--- config.mk ---
export PLATFORM = sky130hd
export DESIGN_NAME = rpsel_crossbar
export DESIGN_NICKNAME = d
export VERILOG_FILES = /design/src/logic/rpsel_pkg.sv /design/src/logic/rpsel_crossbar.sv
export SDC_FILE = /design/constraint.sdc
export NUM_CORES = 1
export LEC_CHECK = 0
export BUFFER_PORTS_ARGS = -buffer_cell sky130_fd_sc_hd__buf_2
export CAP_MARGIN = 30
export CORE_ASPECT_RATIO = 1.5
export CORE_UTILIZATION = 40
export DETAILED_ROUTE_END_ITERATION = 7
export SLEW_MARGIN = 10
export SYNTH_ARGS = -nofsm -noshare
export SYNTH_HDL_FRONTEND = slang
export SYNTH_SLANG_ARGS = --single-unit
--- constraint.sdc ---
create_clock -name CORE_CLK -period 3.28 [get_ports CORE_CLK]
set_input_delay 0.328 -clock CORE_CLK [delete_from_list [all_inputs] [get_ports CORE_CLK]]
set_output_delay 0.328 -clock CORE_CLK [all_outputs]
set_load 0.01 [all_outputs]
--- src/logic/rpsel_pkg.sv ---
package rpsel_pkg;
   // ==========================================================
   // Register map
   // ==========================================================
   localparam int ADDR_W = 10;
   localparam logic [9:0] IN_SEL_BASE = 10'h000;
   localparam logic [9:0] OUT_SEL_BASE = 10'h080;
   localparam logic [9:0] CFG_CTRL_OFS = 10'h100;
   localparam logic [9:0] UNLOCK_OFS = 10'h104;
   localparam int NUM_IN_SEL = 24;
   localparam int NUM_PINS = 32;
   localparam int GROUP_PINS = 8;
   localparam int SEL_W = 4;
   localparam int LOCK_BIT = 13;
   localparam int ONE_WAY_BIT = 29;
   localparam int ARMED_BIT = 0;
   localparam logic [3:0] SEL_RESET = 4'h0;
   localparam logic LOCK_RESET = 1'b0;
   // Arbitrary unlock keys
   localparam logic [31:0] UNLOCK_KEY_A = 32'h5A5A_1234;
   localparam logic [31:0] UNLOCK_KEY_B = 32'hA5A5_4321;

   // ==========================================================
   // Pin presence, indexed group*8 + input code
   // ==========================================================
   localparam logic [31:0] PIN44_ONLY_MASK = 32'hE0E0_E0E0;
   localparam logic [31:0] NON_USB_MASK = 32'h0802_0800;
   localparam logic [31:0] NO_OUT_REG_MASK = 32'h0004_0004;

   // ==========================================================
   // Output codes
   // ==========================================================
   localparam logic [3:0] OC_NONE = 4'h0;
   localparam logic [3:0] G1_UART2_RTS = 4'h2;
   localparam logic [3:0] G1_SPI1_SEL = 4'h3;
   localparam logic [3:0] G1_BUS_PWR = 4'h4;
   localparam logic [3:0] G1_CMP1 = 4'h5;
   localparam logic [3:0] G1_COMPARATOR2 = 4'h7;
   localparam logic [3:0] G2_SPI1_DO = 4'h3;
   localparam logic [3:0] G2_SPI2_DO = 4'h4;
   localparam logic [3:0] G2_CMP2 = 4'h5;
   localparam logic [3:0] G2_COMPARATOR3 = 4'h7;
   localparam logic [3:0] G3_SPI1_DO = 4'h3;
   localparam logic [3:0] G3_SPI2_DO = 4'h4;
   localparam logic [3:0] G3_CMP4 = 4'h5;
   localparam logic [3:0] G3_CMP5 = 4'h6;
   localparam logic [3:0] G3_REFCLK = 4'h7;
   localparam logic [3:0] G4_UART1_RTS = 4'h1;
   localparam logic [3:0] G4_UART2_TX = 4'h2;
   localparam logic [3:0] G4_SPI2_SEL = 4'h4;
   localparam logic [3:0] G4_CMP3 = 4'h5;
   localparam logic [3:0] G4_COMPARATOR1 = 4'h7;

   typedef enum logic [1:0] {UL_IDLE, UL_KEY_A, UL_ARMED} rpsel_unlock_t;

   // Input selector index to its pin group
   function automatic logic [1:0] rpsel_in_group(input int idx);
      if (idx < 5) begin
         return 2'h0;
      end else if (idx < 11) begin
         return 2'h1;
      end else if (idx < 19) begin
         return 2'h2;
      end
      return 2'h3;
   endfunction : rpsel_in_group
endpackage : rpsel_pkg

--- src/logic/rpsel_crossbar.sv ---
`timescale 1ns/1ps
// What this block does
// - Each peripheral input has own pin selector
// - Four-bit input code picks that pin number
// - Group one inputs: A0 B3 B4 B15 B7 C7 C0 C5
// - Group two inputs: A1 B5 B1 B11 B8 A8 C8 A9
// - Group three inputs: A2 B6 A4 B13 B2 C6 C1 C3
// - Group four inputs: A3 B14 B0 B10 B9 C9 C2 C4
// - Each pin except 2 and 18 has four-bit output selector
// - Output selectors reset to no connection
// - Group one outputs: RTS, select, bus power, compares
// - Group two outputs: SPI data, compare, comparator
// - Group three outputs: SPI data, compares, reference clock
// - Group four outputs: RTS, transmit, select, compares
// - Locked selector writes accepted but ignored
// - Lock bit 13 blocks selector writes
// - Lock changes need unlock sequence first
// - One-way option keeps lock until reset
// - Unprogrammed one-way option reads as set
// - Input and output routing fully independent
// - Package variant removes absent pins and outputs
// - Remap beats GPIO, never analog
module rpsel_crossbar
   import rpsel_pkg::*;
#(
   parameter bit PIN44 = 1'b1,
   parameter bit USB = 1'b0,
   parameter logic [NUM_IN_SEL-1:0] IN_IDLE_LEVEL = 24'h00_0000
) (
   // Clock and reset
   input wire logic CORE_CLK,
   input wire logic RESET,
   // Register port
   input wire logic [ADDR_W-1:0] ADDR,
   input wire logic [31:0] WDATA,
   input wire logic WR,
   input wire logic RD,
   output logic [31:0] RDATA,
   // Device configuration word three, static fuse value
   input wire logic [31:0] DEV_CFG_WORD3,
   // Pins and port logic
   input wire logic [NUM_PINS-1:0] PIN_IN,
   input wire logic [NUM_PINS-1:0] PIN_ANALOG,
   input wire logic [NUM_PINS-1:0] GPIO_OUT,
   input wire logic [NUM_PINS-1:0] GPIO_OE,
   output logic [NUM_PINS-1:0] PIN_OUT,
   output logic [NUM_PINS-1:0] PIN_OE,
   // Peripheral outputs
   input wire logic UART_ONE_REQUEST_TO_SEND,
   input wire logic UART_TWO_REQUEST_TO_SEND,
   input wire logic UART_TWO_TRANSMIT,
   input wire logic SPI_ONE_SELECT_OUT,
   input wire logic SPI_TWO_SELECT_OUT,
   input wire logic SPI_ONE_DATA_OUT,
   input wire logic SPI_TWO_DATA_OUT,
   input wire logic BUS_POWER_ENABLE,
   input wire logic COMPARE_ONE_OUT,
   input wire logic COMPARE_TWO_OUT,
   input wire logic COMPARE_THREE_OUT,
   input wire logic COMPARE_FOUR_OUT,
   input wire logic COMPARE_FIVE_OUT,
   input wire logic COMPARATOR_ONE_OUT,
   input wire logic COMPARATOR_TWO_OUT,
   input wire logic COMPARATOR_THREE_OUT,
   input wire logic REFERENCE_CLOCK_OUT,
   // Peripheral inputs
   output logic EXT_IRQ_FOUR,
   output logic TIMER_TWO_CLOCK_IN,
   output logic CAPTURE_FOUR_IN,
   output logic SPI_ONE_SELECT,
   output logic REFERENCE_CLOCK_IN,
   output logic EXT_IRQ_THREE,
   output logic TIMER_THREE_CLOCK_IN,
   output logic CAPTURE_THREE_IN,
   output logic UART_ONE_CLEAR_TO_SEND,
   output logic UART_TWO_RECEIVE,
   output logic SPI_ONE_DATA_IN,
   output logic EXT_IRQ_TWO,
   output logic TIMER_FOUR_CLOCK_IN,
   output logic CAPTURE_ONE_IN,
   output logic CAPTURE_FIVE_IN,
   output logic UART_ONE_RECEIVE,
   output logic UART_TWO_CLEAR_TO_SEND,
   output logic SPI_TWO_DATA_IN,
   output logic COMPARE_FAULT_B,
   output logic EXT_IRQ_ONE,
   output logic TIMER_FIVE_CLOCK_IN,
   output logic CAPTURE_TWO_IN,
   output logic SPI_TWO_SELECT,
   output logic COMPARE_FAULT_A
);

   // ==========================================================
   // Elaboration checks
   // ==========================================================
   if (NUM_PINS != 4 * GROUP_PINS) begin : g_bad_pins
      $error("rpsel_crossbar: pin count must be four groups of eight");
   end
   // Bit 3 of a code marks the reserved half; wider codes need new decode
   if (SEL_W != 4) begin : g_bad_code
      $error("rpsel_crossbar: selector codes must be four bits wide");
   end
   // The peripheral input ports are a fixed list of 24
   if (NUM_IN_SEL != 24) begin : g_bad_inputs
      $error("rpsel_crossbar: peripheral input count must be 24");
   end

   // ==========================================================
   // State
   // ==========================================================
   logic [SEL_W-1:0] in_sel_reg [NUM_IN_SEL];
   logic [SEL_W-1:0] out_sel_reg [NUM_PINS];
   logic lock_reg;
   logic lock_next;
   logic one_way_reg;
   logic ever_locked_reg;
   rpsel_unlock_t unlock_reg;
   logic [NUM_PINS-1:0] pin_meta_reg;
   logic [NUM_PINS-1:0] pin_sync_reg;
   logic [NUM_IN_SEL-1:0] periph_in_reg;
   logic [NUM_IN_SEL-1:0] periph_in_next;
   logic [NUM_PINS-1:0] pin_out_reg;
   logic [NUM_PINS-1:0] pin_oe_reg;
   logic [NUM_PINS-1:0] pin_out_next;
   logic [NUM_PINS-1:0] pin_oe_next;
   logic [31:0] rdata_reg;
   logic [31:0] rdata_next;
   logic [NUM_PINS-1:0] pin_present;
   logic [NUM_PINS-1:0] out_reg_present;
   logic sel_wr_ok;
   logic cfg_wr;
   logic unlock_wr;

   // Package variant: pins that are not bonded out
   assign pin_present = ~((PIN44 ? 32'h0000_0000 : PIN44_ONLY_MASK)
                        | (USB ? NON_USB_MASK : 32'h0000_0000));
   assign out_reg_present = pin_present & ~NO_OUT_REG_MASK;

   assign sel_wr_ok = WR & ~lock_reg;
   assign cfg_wr = WR & (ADDR == CFG_CTRL_OFS);
   assign unlock_wr = WR & (ADDR == UNLOCK_OFS);

   // ==========================================================
   // Pin input synchroniser
   // ==========================================================
   always_ff @(posedge CORE_CLK) begin
      if (RESET) begin
         pin_meta_reg <= '0;
         pin_sync_reg <= '0;
      end else begin
         pin_meta_reg <= PIN_IN;
         pin_sync_reg <= pin_meta_reg;
      end
   end

   // ==========================================================
   // Selector registers
   // ==========================================================
   always_ff @(posedge CORE_CLK) begin
      for (int i = 0; i < NUM_IN_SEL; i++) begin
         if (RESET) begin
            in_sel_reg[i] <= SEL_RESET;
         end else if (sel_wr_ok && ADDR == IN_SEL_BASE + ADDR_W'(4 * i)) begin
            in_sel_reg[i] <= WDATA[SEL_W-1:0];
         end
      end
   end

   always_ff @(posedge CORE_CLK) begin
      for (int p = 0; p < NUM_PINS; p++) begin
         if (RESET) begin
            out_sel_reg[p] <= SEL_RESET;
         end else if (sel_wr_ok && out_reg_present[p]
                      && ADDR == OUT_SEL_BASE + ADDR_W'(4 * p)) begin
            out_sel_reg[p] <= WDATA[SEL_W-1:0];
         end
      end
   end

   // ==========================================================
   // Lock, unlock sequence and one-way option
   // ==========================================================
   // Fuse word is static; sampled on every clock edge in reset, held at release
   always_ff @(posedge CORE_CLK) begin
      if (RESET) begin
         one_way_reg <= DEV_CFG_WORD3[ONE_WAY_BIT];
      end
   end

   always_ff @(posedge CORE_CLK) begin
      if (RESET) begin
         unlock_reg <= UL_IDLE;
      end else if (unlock_wr) begin
         if (WDATA == UNLOCK_KEY_B && unlock_reg == UL_KEY_A) begin
            unlock_reg <= UL_ARMED;
         end else if (WDATA == UNLOCK_KEY_A) begin
            unlock_reg <= UL_KEY_A;
         end else begin
            unlock_reg <= UL_IDLE;
         end
      end else if (cfg_wr || (WR && unlock_reg == UL_KEY_A)) begin
         // Any write between the two keys breaks the sequence; one lock write per unlock
         unlock_reg <= UL_IDLE;
      end
   end

   // Lock write counts only while armed by a full unlock sequence
   always_comb begin
      lock_next = lock_reg;
      if (cfg_wr && unlock_reg == UL_ARMED) begin
         lock_next = WDATA[LOCK_BIT];
         if (one_way_reg && ever_locked_reg) begin
            lock_next = 1'b1;
         end
      end
   end

   always_ff @(posedge CORE_CLK) begin
      if (RESET) begin
         lock_reg <= LOCK_RESET;
         ever_locked_reg <= 1'b0;
      end else begin
         lock_reg <= lock_next;
         ever_locked_reg <= ever_locked_reg | lock_next;
      end
   end

   // ==========================================================
   // Input routing
   // ==========================================================
   always_comb begin
      logic [SEL_W-1:0] code;
      logic [4:0] pin;
      code = '0;
      pin = '0;
      for (int i = 0; i < NUM_IN_SEL; i++) begin
         code = in_sel_reg[i];
         pin = {rpsel_in_group(i), code[2:0]};
         // Reserved codes, absent or analog pins give the idle level
         if (!code[3] && pin_present[pin] && !PIN_ANALOG[pin]) begin
            periph_in_next[i] = pin_sync_reg[pin];
         end else begin
            periph_in_next[i] = IN_IDLE_LEVEL[i];
         end
      end
   end

   // ==========================================================
   // Output routing, independent of the input side
   // ==========================================================
   always_comb begin
      logic sel_val;
      logic sel_ok;
      sel_val = 1'b0;
      sel_ok = 1'b0;
      for (int p = 0; p < NUM_PINS; p++) begin
         sel_val = 1'b0;
         sel_ok = 1'b1;
         unique case (p / GROUP_PINS)
            0: begin
               unique case (out_sel_reg[p])
                  G1_UART2_RTS: sel_val = UART_TWO_REQUEST_TO_SEND;
                  G1_SPI1_SEL: sel_val = SPI_ONE_SELECT_OUT;
                  G1_BUS_PWR: begin
                     sel_val = BUS_POWER_ENABLE;
                     sel_ok = USB;
                  end
                  G1_CMP1: sel_val = COMPARE_ONE_OUT;
                  G1_COMPARATOR2: sel_val = COMPARATOR_TWO_OUT;
                  default: sel_ok = 1'b0;
               endcase
            end
            1: begin
               unique case (out_sel_reg[p])
                  G2_SPI1_DO: sel_val = SPI_ONE_DATA_OUT;
                  G2_SPI2_DO: sel_val = SPI_TWO_DATA_OUT;
                  G2_CMP2: sel_val = COMPARE_TWO_OUT;
                  G2_COMPARATOR3: sel_val = COMPARATOR_THREE_OUT;
                  default: sel_ok = 1'b0;
               endcase
            end
            2: begin
               unique case (out_sel_reg[p])
                  G3_SPI1_DO: sel_val = SPI_ONE_DATA_OUT;
                  G3_SPI2_DO: sel_val = SPI_TWO_DATA_OUT;
                  G3_CMP4: sel_val = COMPARE_FOUR_OUT;
                  G3_CMP5: sel_val = COMPARE_FIVE_OUT;
                  G3_REFCLK: sel_val = REFERENCE_CLOCK_OUT;
                  default: sel_ok = 1'b0;
               endcase
            end
            default: begin
               unique case (out_sel_reg[p])
                  G4_UART1_RTS: sel_val = UART_ONE_REQUEST_TO_SEND;
                  G4_UART2_TX: sel_val = UART_TWO_TRANSMIT;
                  G4_SPI2_SEL: sel_val = SPI_TWO_SELECT_OUT;
                  G4_CMP3: sel_val = COMPARE_THREE_OUT;
                  G4_COMPARATOR1: sel_val = COMPARATOR_ONE_OUT;
                  default: sel_ok = 1'b0;
               endcase
            end
         endcase
         // Remap overrides GPIO drive, but an analog pin keeps its port path
         if (sel_ok && out_reg_present[p] && !PIN_ANALOG[p]) begin
            pin_out_next[p] = sel_val;
            pin_oe_next[p] = 1'b1;
         end else begin
            pin_out_next[p] = GPIO_OUT[p];
            pin_oe_next[p] = GPIO_OE[p];
         end
      end
   end

   always_ff @(posedge CORE_CLK) begin
      if (RESET) begin
         periph_in_reg <= IN_IDLE_LEVEL;
         pin_out_reg <= '0;
         pin_oe_reg <= '0;
      end else begin
         periph_in_reg <= periph_in_next;
         pin_out_reg <= pin_out_next;
         pin_oe_reg <= pin_oe_next;
      end
   end

   // ==========================================================
   // Register read
   // ==========================================================
   // Reads have no side effect, so they never break the unlock sequence
   always_comb begin
      rdata_next = 32'h0000_0000;
      for (int i = 0; i < NUM_IN_SEL; i++) begin
         if (ADDR == IN_SEL_BASE + ADDR_W'(4 * i)) begin
            rdata_next[SEL_W-1:0] = in_sel_reg[i];
         end
      end
      for (int p = 0; p < NUM_PINS; p++) begin
         if (ADDR == OUT_SEL_BASE + ADDR_W'(4 * p)) begin
            rdata_next[SEL_W-1:0] = out_sel_reg[p];
         end
      end
      if (ADDR == CFG_CTRL_OFS) begin
         rdata_next[LOCK_BIT] = lock_reg;
         rdata_next[ONE_WAY_BIT] = one_way_reg;
         rdata_next[ARMED_BIT] = (unlock_reg == UL_ARMED);
      end
   end

   // Data valid only in the cycle after the read strobe
   always_ff @(posedge CORE_CLK) begin
      if (RESET || !RD) begin
         rdata_reg <= 32'h0000_0000;
      end else begin
         rdata_reg <= rdata_next;
      end
   end

   // ==========================================================
   // Outputs
   // ==========================================================
   assign RDATA = rdata_reg;
   assign PIN_OUT = pin_out_reg;
   assign PIN_OE = pin_oe_reg;
   assign {COMPARE_FAULT_A, SPI_TWO_SELECT, CAPTURE_TWO_IN, TIMER_FIVE_CLOCK_IN,
           EXT_IRQ_ONE, COMPARE_FAULT_B, SPI_TWO_DATA_IN, UART_TWO_CLEAR_TO_SEND,
           UART_ONE_RECEIVE, CAPTURE_FIVE_IN, CAPTURE_ONE_IN, TIMER_FOUR_CLOCK_IN,
           EXT_IRQ_TWO, SPI_ONE_DATA_IN, UART_TWO_RECEIVE, UART_ONE_CLEAR_TO_SEND,
           CAPTURE_THREE_IN, TIMER_THREE_CLOCK_IN, EXT_IRQ_THREE, REFERENCE_CLOCK_IN,
           SPI_ONE_SELECT, CAPTURE_FOUR_IN, TIMER_TWO_CLOCK_IN, EXT_IRQ_FOUR}
          = periph_in_reg;

endmodule : rpsel_crossbar

==> Word level (Yosys, flattened, before mapping) <==
Memory sizes are Yosys's and may differ from the RTL's.
Cells that the tools add are included.
{ "classes": {"magnitude_cmp": 24, "eq_ne": 203, "muxes": 521, "n_bitwise": 84, "n_reduce_logical": 274} }
{ "op_table": {"columns": ["operator", "count"], "rows": [
  ["$mux 4", 110],
  ["$eq 4x3->1 const B", 97],
  ["$mux 1", 330],
  ["$eq 10x8->1 const B", 32],
  ["$eq 4x2->1 const B", 37],
  ["$bmux 1 s3", 48],
  ["$logic_and 1x1->1", 136],
  ["$pmux 1 s5", 22],
  ["$eq 10x6->1 const B", 8],
  ["$eq 10x7->1 const B", 8],
  ["$logic_not 1->1", 79],
  ["$lt 5x6->1 const B", 13],
  ["$reduce_or 5->1", 15],
  ["$reduce_or 4->1", 15],
  ["$or 1x1->1", 55],
  ["$reduce_or 2->1", 25],
  ["$eq 10x5->1 const B", 4],
  ["$lt 4x6->1 const B", 6],
  ["$eq 32x31->1 const B", 1],
  ["$eq 32x32->1 const B", 1],
  ["$eq 4x1->1 const B", 8],
  ["$pmux 1 s4", 8],
  ["$lt 3x6->1 const B", 5],
  ["$not 1->1", 26],
  ["10 further kinds", 17]
]} }
{ "totals": {"regBits": 189, "ramBits": 224, "rom_bits": 192, "inputBits": 223, "output_inout_bits": 120, "word_cells": 1167, "mem_count": 26} }
{ "mem_list": {"columns": ["name", "words", "word_bits", "rd", "rd_clocked_by_memory_dff", "write_ports", "line_no", "rtl"], "rows": [
  ["out_sel_reg", 32, 4, 32, 0, 32, "rpsel_crossbar.sv:112", "logic [SEL_W-1:0] out_sel_reg [NUM_PINS];"],
  ["in_sel_reg", 24, 4, 24, 0, 24, "rpsel_crossbar.sv:111", "logic [SEL_W-1:0] in_sel_reg [NUM_IN_SEL];"],
  ["(name not given)", 8, 1, 1, 0, 0, "rpsel_crossbar.sv:240", "if (!code[3] && pin_present[pin] && !PIN_ANALOG[pin]) begin"],
  ["(name not given)", 8, 1, 1, 0, 0, "rpsel_crossbar.sv:240", null],
  ["(name not given)", 8, 1, 1, 0, 0, "rpsel_crossbar.sv:240", null],
  ["(name not given)", 8, 1, 1, 0, 0, "rpsel_crossbar.sv:240", null],
  ["20 more memories", null, null, null, null, null, null, null]
]} }

==> Logic depth before layout (Yosys ltp) <==
Gate-level depths: netlist of the first run.
{ "depth": {"depth_word": 58, "mapped_depth": 12} }

==> Worst setup path after synthesis of the first run <==
Ideal clock, no wire load.
{ "synth_timing": {"path_kind": "input port to flip-flop", "startpoint": "input ADDR[1]", "endpoint": "memory in_sel_reg[13][0], in the netlist in_sel_reg[1][20] (enable)", "setup_ns": 0.338, "arrival_ns": 2.023, "setup_slack_ns": 0.919, "stages": 7, "path_buffers": 3, "cell_sequence": "or4_1 buf_4 nor2_4 buf_6 clkbuf_1 nand2_1 o21bai_1"} }
{ "synth_lines": {"columns": ["item", "line_no", "rtl"], "rows": [
  ["start, declared", "rpsel_crossbar.sv:34", "input wire logic [ADDR_W-1:0] ADDR,"],
  ["end, declared", "rpsel_crossbar.sv:111", null]
]} }

==> Final worst setup path of the first run <==
{ "layout_timing": {"startpoint": "input ADDR[2]", "endpoint": "register rdata_reg[0], in the netlist RDATA[0]"} }
{ "layout_via": {"elab_chain_cells": 58, "word_cells_on_any_way": 114, "cone_classes": "eq/ne: 56; mux: 57; reduce/logical: 1"} }
{ "layout_rtl": {"columns": ["item", "line_no", "rtl"], "rows": [
  ["$logic_not 10->1", "rpsel_crossbar.sv:333", "if (ADDR == IN_SEL_BASE + ADDR_W'(4 * i)) begin"],
  ["$mux 4 (24 in a row)", "rpsel_crossbar.sv:333", null],
  ["$mux 4 (32 in a row)", "rpsel_crossbar.sv:338", "if (ADDR == OUT_SEL_BASE + ADDR_W'(4 * p)) begin"],
  ["$mux 1 *", "rpsel_crossbar.sv:342", "if (ADDR == CFG_CTRL_OFS) begin"],
  ["end signal, assigned", "rpsel_crossbar.sv:354", "rdata_reg <= rdata_next;"],
  ["end, declared", "rpsel_crossbar.sv:126", "logic [31:0] rdata_reg;"]
]} }
Every way passes the cells marked *; elsewhere a longest branch is shown, timed or not.
A chain may end at the register's enable or synchronous reset.

==> qor_table.md, run 1 <==
| Result | Value |
|---|---|
| Final routed wire length divided by cell count | 23.5 um |
| Worst setup skew after layout | 12.5 ps |
| Average size of a mapped cell | 10.2 um2 |
| Relative slew slack | 0.307 |
| # rows | 98 |
| Sequential element share of the synthesized area | 0.500 |
| MaxCap Viol Count | 0 |
| Peak supply drop | 335 uV |
| Number of antenna violations at the first check in global routing | 1 |
| Top_reg_cell synth | edfxtp_1 |
| Wire length of the first global-routing pass | 102,000 um |
| Maximum number of pins on one net before global-route repair | 107 |
| Vias after detailed routing | 17,011 |
| Total of warnings raised by yosys | 0 |
| CP Data Arrival Time | 3010 ps |
| Register bit total from synthesis | 379 |
| Post-detailed-routing wire length | 69,300 um |
| Clock-pin slew on the worst setup and hold paths | 60 ps |
| RSZ-0062 raised after global routing | no |
| Most area-consuming cells after synthesis | edfxtp_1 (33%), dfxtp_1 (17%), mux4_2 (6.6%), nor2_1 (5.8%), nor2b_1 (3.8%) |
| Number of pins exceeding their max-slew limit in the final report | 0 |
| Total GRT Usage | 0.276 |
| Sw frac | 0.257 |
| Status | completed |
| Buffers from clock root to sink, at most | 3 |
| Category of the worst setup path launch point | input pin |
| Net count, final | 2,489 |
| Placed insts | 2,829 |
| Period Utilization, post-route | 0.791 |
| Share of Yosys cell area claimed by the top area cell type | 0.334 |
| Port Buffer Count | 284 |
| Fmax | 385 MHz |
| DRC violation total after the first TritonRoute iteration | 1,573 |
| Vertical extent of the die | 272 um |
| Fraction of final layout cells sized beyond drive strength 1 | 0.241 |
| Min cycle time layout | 2600 ps |
| Maximum net fanout on the critical path | 16 |
| Number of flip-flops in the largest register | 120 |
| Post-CTS Setup Repair Bufs | 0 |
| Transition time of the tightest slew-check pin | 1040 ps |
| Delay-heaviest family, CP | compound AO/OA/AOI/OAI gates |
| Number of detailed-routing iterations run before antenna repair | 6 |
| Overall power of the completed layout | 0.0108 W |
| Max stage delay cell, worst path | a2111oi_2 |
| Detail-routed via count per cell | 5.78 |
| Accumulated negative setup slack | 0 ps |
| CTS resizes | 0 |
| Total inserted antenna cells | 0 |
| Finished Layout Cells | 2,945 |
| Power Dens Cells | 454 nW/um2 |
| Most frequent cell on the critical path | buf_4 |
| Required time at the worst-slack endpoint | 3700 ps |
| Combinational cell fraction of total power | 0.106 |
| Total grt overflow | 0 |
| Internal power summed over all cells | 0.00799 W |
| Sw Pwr | 0.00276 W |
| Ys async rst share | 0 |
| Part of the power in registers | 0.508 |
| Antenna-violating nets left | 0 |
| Proportion of power drawn by the clock network | 0.386 |
| Final Hold Violating Endpoints | 0 |
| Clock tree from TritonCTS | done |
| Setup Crit Path Kind | input pin to register |
| Growth of design area from synthesis to finish | 21.4% |
| Clock buffer count from CTS | 39 |
| Cell breakdown of the critical path | buf_2 -> buf_4 -> nand2b_1 -> nor2_2 -> buf_4 -> nand3_1 -> o211ai_1 -> a2111oi_2 -> nand4_1 -> o21ai_1 -> buf_4 -> a31oi_1 |
| Number of distinct library cells after synthesis | 83 |
| Leakage power figure | 8.96 nW |
| Buffering stage count on the worst path with inverters included | 4 |
| Fill cells | 4,507 |
| Hold Crit Class | input pin to register |
| Core Region | 47,900 um2 |
| # H-tree levels | 2 |
| Cell area after technology mapping | 19,500 um2 |
| Clock root buffer | clkbuf_16 |
| Insertion delay to the later sink of the worst-skew pair | 550 ps |
| Yosys top cell by area | edfxtp_1 |
| Die width | 182 um |
| Initial core utilization | 0.407 |
| Final setup viols | 0 |
| Number of global-route vias before repair | 16,758 |
| Number of enable flip-flop cells after synthesis | 217 |
| DIE AREA | 49,700 um2 |
| Final HPWL from detailed placement | 51,400 um |
| Drc violations | 0 |
| # IOs | 343 |
| Endpoint class of the critical path | register |
| Clock sink count | 379 |
| Synth Instances | 1,907 |
| Worst path max stage delay | 530 ps |
| Weighted congestion at the end of routability-driven global placement | 0.971 |
| Hold WS | 5.69 ps |
[power groups by stage]
stage	clock network (W)	logic (W)	registers, W
2_1_floorplan	0	0.000615	0.00551
3_3_place_gp	0	0.00107	0.00555
3_5_place_dp	0	0.00108	0.00556
4_1_cts	0.00421	0.00113	0.00546
5_1_grt	0.00439	0.00122	0.00548
6_report	0.00415	0.00114	0.00546
[through the flow]
step	cell area, um2	util	setup WS [ps]
after global routing	23700	0.494	624
after floorplan	19600	-	919
after detailed placement	22100	0.460	155
final	23700	0.494	684
after global placement	22100	0.460	188
after CTS	23700	0.494	720
[layout by cell type, fill, tap and decap left out, types with 41 or more instances in the layout]
cell           count
a21oi_1          106
and3_1            41
buf_2            284
buf_4             96
dfxtp_1          162
dlygate4sd3_1     46
edfxtp_1         217
inv_1             48
mux2i_1           52
mux4_2            57
nand2_1           97
nand3_1           44
nor2_1           300
nor2b_1          118
nor3_1            73
o21ai_0           55
o21bai_1          44
[logic make-up (layout without fill, tap and decap cells)]
family          Yosys count  count (layout)  synth area share
compound gates          414             414             0.146
other cells               1              26          0.000192
flops                   379             379             0.500
mux                     123             123             0.101
simple gates            800             800             0.209
buf+inv                 190             553            0.0437
[layer usage]
layer | global-route usage | share of wire | vias up
met3 | 0.0348 | 0.065 | 184
met4 | 0.173 | 0.068 | 0
li1 | - | - | 7731
met2 | 0.486 | 0.50 | 821
met5 | 0 | 0 | -
met1 | 0.317 | 0.37 | 8275
[final timing paths]
kind,startpoint,slack [ps],cells after the start,endpoint
min,PIN_IN[23],6,2,pin_meta_reg[23]$_SDFF_PP0_
max reg2reg,out_sel_reg[0][36]$_SDFFCE_PN0P_,740,9,RDATA[0]$_SDFF_PP0_
max,ADDR[2],680,12,RDATA[0]$_SDFF_PP0_
min reg2reg,pin_meta_reg[20]$_SDFF_PP0_,430,1,pin_sync_reg[20]$_SDFF_PP0_
[cell usage after synthesis, types with 15 or more instances]
cell type	instances
and3_1	41
a21oi_1	106
o21ai_0	55
o21bai_1	44
a2111o_1	16
mux2i_1	52
buf_2	19
nor2b_1	118
a31oi_1	20
dfxtp_1	162
mux4_2	57
a21o_1	15
nor3_1	73
nand2b_1	28
or3_1	16
nor2_1	300
nand3_1	44
o22ai_1	22
edfxtp_1	217
clkbuf_1	81
buf_4	28
nand2_1	97
inv_1	48
[final cells by class]
type                       count  area (um2)  share of cell area
inverter                      48         180             0.00761
sequential                   379        9760               0.412
timing repair buffer         435        2770               0.117
multi-input combinational   1363        8990               0.380
clock inverter                19         120             0.00507
tap                          650         813              0.0344
clock buffer                  51        1030              0.0437
[timing repair]
| item | in CTS | in global routing |
|---|---|---|
| endpoints found under the setup margin | 0 | 0 |
| hold buffers | 46 | 0 |
| hold endpoints to repair | 46 | 0 |
Power figures use the tool's default switching activity.
==> run 2, diff against run 1 <==
==> constraint.sdc (replaced) <==
create_clock -name CORE_CLK -period 2.35 [get_ports CORE_CLK]
set_input_delay 0.235 -clock CORE_CLK [delete_from_list [all_inputs] [get_ports CORE_CLK]]
set_output_delay 0.235 -clock CORE_CLK [all_outputs]
set_load 0.01 [all_outputs]
==> run 2 against run 1 <==
  * Wire length increased by 7.2%
  * Sequential power grew 40%
  * Largest power group unchanged
  * Core utilization up 4.4 points
  * Critical path type unchanged
  * Clock power rose by 49%
  * Power up 45%
  * Global-route usage increased by 2.1 points
  * Clock skew up 7.5 ps
==> qor_table.md, run 2 (synthesis gave the netlist of run 1 again) <==
| Result | Value |
|---|---|
| Detail-routed via count per cell | 5.65 |
| Total length of routed met2 wires | 37,800 um |
| Peak supply drop | 552 uV |
| Total GRT Usage | 0.298 |
| Final setup viols | 0 |
| Buffers from clock root to sink, at most | 3 |
| Endpoint class of the critical path | register |
| Wire length of the first global-routing pass | 110,000 um |
| Worst hold path endpoint | PIN_OE[17]$_SDFF_PP0_ |
| Number of global-route vias before repair | 18,145 |
| Post-detailed-routing wire length | 74,300 um |
| Startpoint of the worst register-to-register path | in_sel_reg[0][13]$_SDFFCE_PN0P_ |
| Uppermost layer routed | met4 |
| DRC violation total after the first TritonRoute iteration | 1,300 |
| Sequential Area | 9760 um2 |
| Clock-pin slew on the worst setup and hold paths | 60 ps |
| Relative slew slack | 0.489 |
| Number of detailed-routing iterations run before antenna repair | 5 |
| Required time at the worst-slack endpoint | 2760 ps |
| Final WS setup | 42.0 ps |
| Number of flip-flops in the largest register | 120 |
| Sw Pwr | 0.00394 W |
| Final core area utilization | 0.538 |
| Accumulated negative setup slack | 0 ps |
| Status | completed |
| Wire length on met1 | 27,200 um |
| Vertical extent of the die | 272 um |
| Setup slack on the worst flop-to-flop path | 70 ps |
| Period Utilization, post-route | 0.982 |
| Clock tree from TritonCTS | done |
| Cell count of the worst reg-to-reg path | 9 |
| Initial core utilization | 0.407 |
| Hold WS | 8.01 ps |
| Post-detailed-placement cell area | 23,600 um2 |
| Hold Crit Class | input pin to register |
| Sw frac | 0.253 |
| Final routed wire length divided by cell count | 23.3 um |
| Proportion of power drawn by the clock network | 0.396 |
| Min cycle time layout | 2310 ps |
| Fraction of final layout cells sized beyond drive strength 1 | 0.297 |
| DIE AREA | 49,700 um2 |
| Transition time of the tightest slew-check pin | 766 ps |
| Part of the power in registers | 0.489 |
| # H-tree levels | 2 |
| Maximum net fanout on the critical path | 10 |
| Leakage power figure | 10.2 nW |
| Fmax | 433 MHz |
| Number of pins exceeding their max-slew limit in the final report | 0 |
| Total grt overflow | 0 |
| Power Dens Cells | 605 nW/um2 |
| Antenna-violating nets left | 0 |
| Commonest cells after routing, fill and taps aside | nor2_1 (299), buf_4 (285), buf_2 (283), edfxtp_1 (217), dfxtp_1 (162) |
| Die width | 182 um |
| Category of the worst setup path launch point | input pin |
| # IOs | 343 |
| Placement-stage worst setup slack | -709 ps |
| Port Buffer Count | 284 |
| Met3 wire len | 4010 um |
| Worst setup skew after layout | 20.0 ps |
| Number of antenna violations at the first check in global routing | 4 |
| Capture point of the worst reg-to-reg path | RDATA[1]$_SDFF_PP0_ |
| Setup Crit Path Kind | input pin to register |
| Internal power summed over all cells | 0.0117 W |
| Fill cells | 4,377 |
| Final design area excluding fillers | 25,800 um2 |
| Launch point of the worst hold path | GPIO_OE[17] |
| Final HPWL from detailed placement | 56,500 um |
| MaxCap Viol Count | 0 |
| Most common cell after layout, fill and taps aside | nor2_1 |
| Core Region | 47,900 um2 |
| Net count, final | 2,728 |
| # rows | 98 |
| Final Hold Violating Endpoints | 0 |
| Clock buffer count from CTS | 38 |
| Vias after detailed routing | 17,995 |
| Drc violations | 0 |
| Cell depth of the worst min-delay path | 3 |
| Area taken by multi-input logic gates | 9030 um2 |
| Maximum number of pins on one net before global-route repair | 117 |
| Clock sink count | 379 |
| Clock root buffer | clkbuf_16 |
| CP Data Arrival Time | 2720 ps |
| Insertion delay to the later sink of the worst-skew pair | 550 ps |
| Combinational cell fraction of total power | 0.116 |
| Growth of design area from synthesis to finish | 32.3% |
| Weighted congestion at the end of routability-driven global placement | 0.962 |
| RSZ-0062 raised after global routing | yes |
-- run 2: cell count changes in the layout (fill, tap and decap cells not counted), sizes merged, moves of 3 or more --
| cell | delta |
|---|---|
| diode | +3 |
| buf | +192 |
| clkinvlp | -3 |
| clkinv | -5 |
| dlygate4sd3 | +48 |
| clkbuf | +6 |
-- run 2: through the flow --
step	cells	power [W]
finish	3187	0.0156
global route	3187	0.0161
CTS	3184	0.0157
detailed placement	3021	0.00943
global placement	3021	0.00940
floorplan	1932	0.00854
-- run 2: worst max-delay path by stage --
| stage | from | end | slack [ps] | cells past startpoint |
|---|---|---|---|---|
| floorplan | ADDR[1] | in_sel_reg[1][20]$_SDFFCE_PN0P_ | 80 | 7 |
| global placement | ADDR[3] | RDATA[3]$_SDFF_PP0_ | -740 | 11 |
| detailed placement | ADDR[3] | RDATA[3]$_SDFF_PP0_ | -710 | 11 |
| CTS | ADDR[1] | RDATA[0]$_SDFF_PP0_ | 20 | 11 |
| global route | ADDR[9] | RDATA[0]$_SDFF_PP0_ | -20 | 11 |
| finish | ADDR[3] | RDATA[0]$_SDFF_PP0_ | 40 | 13 |
-- run 2: final cells by class --
type / instances / area share
clock inverters: 12 / 0.00291
clock buffers: 57 / 0.0457
flip-flops and latches: 379 / 0.378
diodes: 3 / 0.000291
multi-input cells: 1363 / 0.350
repair buffers: 675 / 0.184
well taps: 650 / 0.0315
inverters: 48 / 0.00699
-- run 2: worst max-delay path, cell delays in order --
cell	delay, ps
buf_2	170
buf_4	220
nand2_1	320
nor2_1	110
buf_4	170
buf_4	160
nand2_1	130
o22ai_1	120
a2111oi_2	360
buf_4	190
nand4_1	110
o21ai_2	290
a31oi_1	120
-- run 2: what timing repair did --
action / in CTS / in global routing
setup buffers: 0 / 0
hold buffers: 94 / 0
endpoints found under the setup margin: 2 / 2
endpoints found under the hold margin: 94 / 0
gates resized for setup: 4 / 5
pin swaps: 0 / 1
-- run 2: routing by layer --
| metal | GRT usage | vias up |
|---|---|---|
| li1 | - | 8226 |
| met1 | 0.329 | 8796 |
| met2 | 0.535 | 768 |
| met3 | 0.0360 | 205 |
| met4 | 0.196 | 0 |
| met5 | 0 | - |
-- run 2: power groups by stage --
stage	sequential (W)	combinational [W]	clock (W)
global placement	0.00776	0.00165	0
finish	0.00763	0.00180	0.00618
floorplan	0.00769	0.000859	0
global route	0.00766	0.00193	0.00651
detailed placement	0.00776	0.00167	0
CTS	0.00762	0.00179	0.00628
==> run 3, diff against run 2 <==
--- a/config.mk
+++ b/config.mk
@@ -9,6 +9,7 @@
 export CAP_MARGIN = 30
 export CORE_ASPECT_RATIO = 1.5
 export CORE_UTILIZATION = 40
+export CTS_BUF_LIST = sky130_fd_sc_hd__clkbuf_8
 export DETAILED_ROUTE_END_ITERATION = 7
 export SLEW_MARGIN = 10
 export SYNTH_ARGS = -nofsm -noshare
==> run 3 against run 2 <==
  * Die area stayed put
  * Power is 0.33% lower
  * Wire length is 0.51% higher
  * Clock-buffer cell count is 15 higher
  * Setup slack better by 62 ps
  * Final cell count is 2.4% higher
  * Largest cell class unchanged
==> qor_table.md, run 3 (synthesis gave the netlist of run 1 again) <==
| Result | Value |
|---|---|
| Status | completed |
| Drc violations | 0 |
| Post-CTS Setup Repair Bufs | 0 |
| Final routed wire length divided by cell count | 22.9 um |
| Final Hold Violating Endpoints | 0 |
| Detail-routed via count per cell | 5.57 |
| Vias after detailed routing | 18,189 |
| # IOs | 343 |
| Post-detailed-routing wire length | 74,700 um |
| Fill cells | 4,336 |
| Clock buffer count from CTS | 58 |
| Clock root buffer | clkbuf_8 |
| Clock sink count | 379 |
| Maximum net fanout on the critical path | 2 |
| Initial core utilization | 0.407 |
| Setup Crit Path Kind | register to register |
| Insertion delay to the later sink of the worst-skew pair | 660 ps |
| Most frequent cell on the critical path | a21oi_1 |
| Delay-heaviest family, CP | compound AO/OA/AOI/OAI gates |
| Buffering stage count on the worst path with inverters included | 0 |
| Commonest cells after routing, fill and taps aside | nor2_1 (300), buf_4 (285), buf_2 (283), edfxtp_1 (217), dfxtp_1 (162) |
| Antenna-violating nets left | 0 |
| Transition time of the tightest slew-check pin | 771 ps |
| Accumulated negative setup slack | 0 ps |
| Final HPWL from detailed placement | 56,500 um |
| MaxCap Viol Count | 0 |
| Leakage power figure | 10.4 nW |
| DIE AREA | 49,700 um2 |
| Power Dens Cells | 594 nW/um2 |
| CP Data Arrival Time | 2780 ps |
| Port Buffer Count | 284 |
| Endpoint class of the critical path | register |
| Number of global-route vias before repair | 18,574 |
| Total grt overflow | 0 |
| Peak supply drop | 548 uV |
| Core Region | 47,900 um2 |
| # rows | 98 |
| Growth of design area from synthesis to finish | 34.3% |
| Weighted congestion at the end of routability-driven global placement | 0.962 |
| Min cycle time layout | 2250 ps |
| # H-tree levels | 2 |
| Category of the worst setup path launch point | register |
| Hold Crit Class | input pin to register |
| Final core area utilization | 0.546 |
| Clock tree from TritonCTS | done |
| Die width | 182 um |
| Number of pins exceeding their max-slew limit in the final report | 0 |
| Fraction of final layout cells sized beyond drive strength 1 | 0.300 |
| Final setup viols | 0 |
| Cell breakdown of the critical path | mux4_2 -> a21oi_1 -> o221ai_1 -> a21oi_1 -> a221oi_1 -> o31ai_1 -> a211oi_1 |
| Wire length of the first global-routing pass | 111,000 um |
| Finished Layout Cells | 3,264 |
| Worst path max stage delay | 570 ps |
| Number of detailed-routing iterations run before antenna repair | 7 |
| Required time at the worst-slack endpoint | 2890 ps |
| Vertical extent of the die | 272 um |
| Worst setup skew after layout | 40.4 ps |
| RSZ-0062 raised after global routing | yes |
| Clock-pin slew on the worst setup and hold paths | 80 ps |
| Net count, final | 2,785 |
| DRC violation total after the first TritonRoute iteration | 1,310 |
| Buffers from clock root to sink, at most | 3 |
| Number of flip-flops in the largest register | 120 |
| Maximum number of pins on one net before global-route repair | 117 |
| Most common cell after layout, fill and taps aside | nor2_1 |
| Relative slew slack | 0.486 |
| Max stage delay cell, worst path | mux4_2 |
| Number of antenna violations at the first check in global routing | 2 |
| Placed insts | 3,021 |
| Total GRT Usage | 0.300 |
| Fmax | 445 MHz |
| Period Utilization, post-route | 0.956 |
[run 3: changes by cell type in the layout (fill, tap and decap cells not counted), moves of 3 or more]
| cell | change |
|---|---|
| clkinv_2 | +6 |
| clkbuf_8 | +65 |
| clkbuf_16 | -42 |
| dlygate4sd3_1 | +37 |
| bufinv_16 | +5 |
| clkinvlp_4 | +3 |
| clkbuf_1 | -7 |
| inv_6 | -3 |
| inv_1 | +15 |
[run 3: worst register-to-register path: stages, from the launching register on]
cell	delay, ps
edfxtp_1	420
mux4_2	570
a21oi_1	200
o221ai_1	130
a21oi_1	200
a221oi_1	70
o31ai_1	430
a211oi_1	140
[run 3: per-stage QoR]
stage	hold slack (ps)	total power, W	worst slack, ps	instance area [um2]
after floorplan	334	0.00854	82.4	19600
after global placement	416	0.00940	-736	23600
after detailed placement	420	0.00943	-709	23600
after CTS	3.61	0.0156	24.6	26200
after global routing	43.3	0.0161	-3.98	26200
final	35.0	0.0156	104	26200
[run 3: layer usage]
layer	track usage	vias up	wire (um)
met5	0	-	0
met4	0.224	0	5770
met3	0.0369	214	4220
met2	0.530	814	37500
met1	0.329	8807	27300
li1	-	8354	-
[run 3: what timing repair did]
item / in CTS / in global routing
gates cloned: 0 / 0
endpoints found under the setup margin: 2 / 3
hold buffers: 131 / 0
hold endpoints to repair: 99 / 0
resized for setup: 2 / 3
[run 3: area by class of cell]
type	count	area [um2]	area share
inverter	48	180	0.00688
tap	650	813	0.0310
antenna	2	5.00	0.000191
clock buffer	72	991	0.0378
sequential	379	9760	0.373
clock inverter	38	313	0.0119
multi-input combinational	1363	9010	0.344
timing repair buffer	712	5120	0.195
[run 3: path summary, 6_finish.rpt]
path | depth (start not counted) | from | endpoint | slack (ps)
setup reg to reg | 7 | in_sel_reg[0][15]$_SDFFCE_PN0P_ | RDATA[3]$_SDFF_PP0_ | 100
hold / removal | 4 | PIN_ANALOG[30] | PIN_OUT[30]$_SDFF_PP0_ | 30
setup / recovery | 7 | in_sel_reg[0][15]$_SDFFCE_PN0P_ | RDATA[3]$_SDFF_PP0_ | 100
hold reg to reg | 1 | pin_meta_reg[16]$_SDFF_PP0_ | pin_sync_reg[16]$_SDFF_PP0_ | 430
[run 3: power breakdown]
group          internal [W]  switching, W  total, W
sequential          0.00733      0.000297   0.00763
clock               0.00334       0.00273   0.00606
combinational      0.000887      0.000976   0.00186
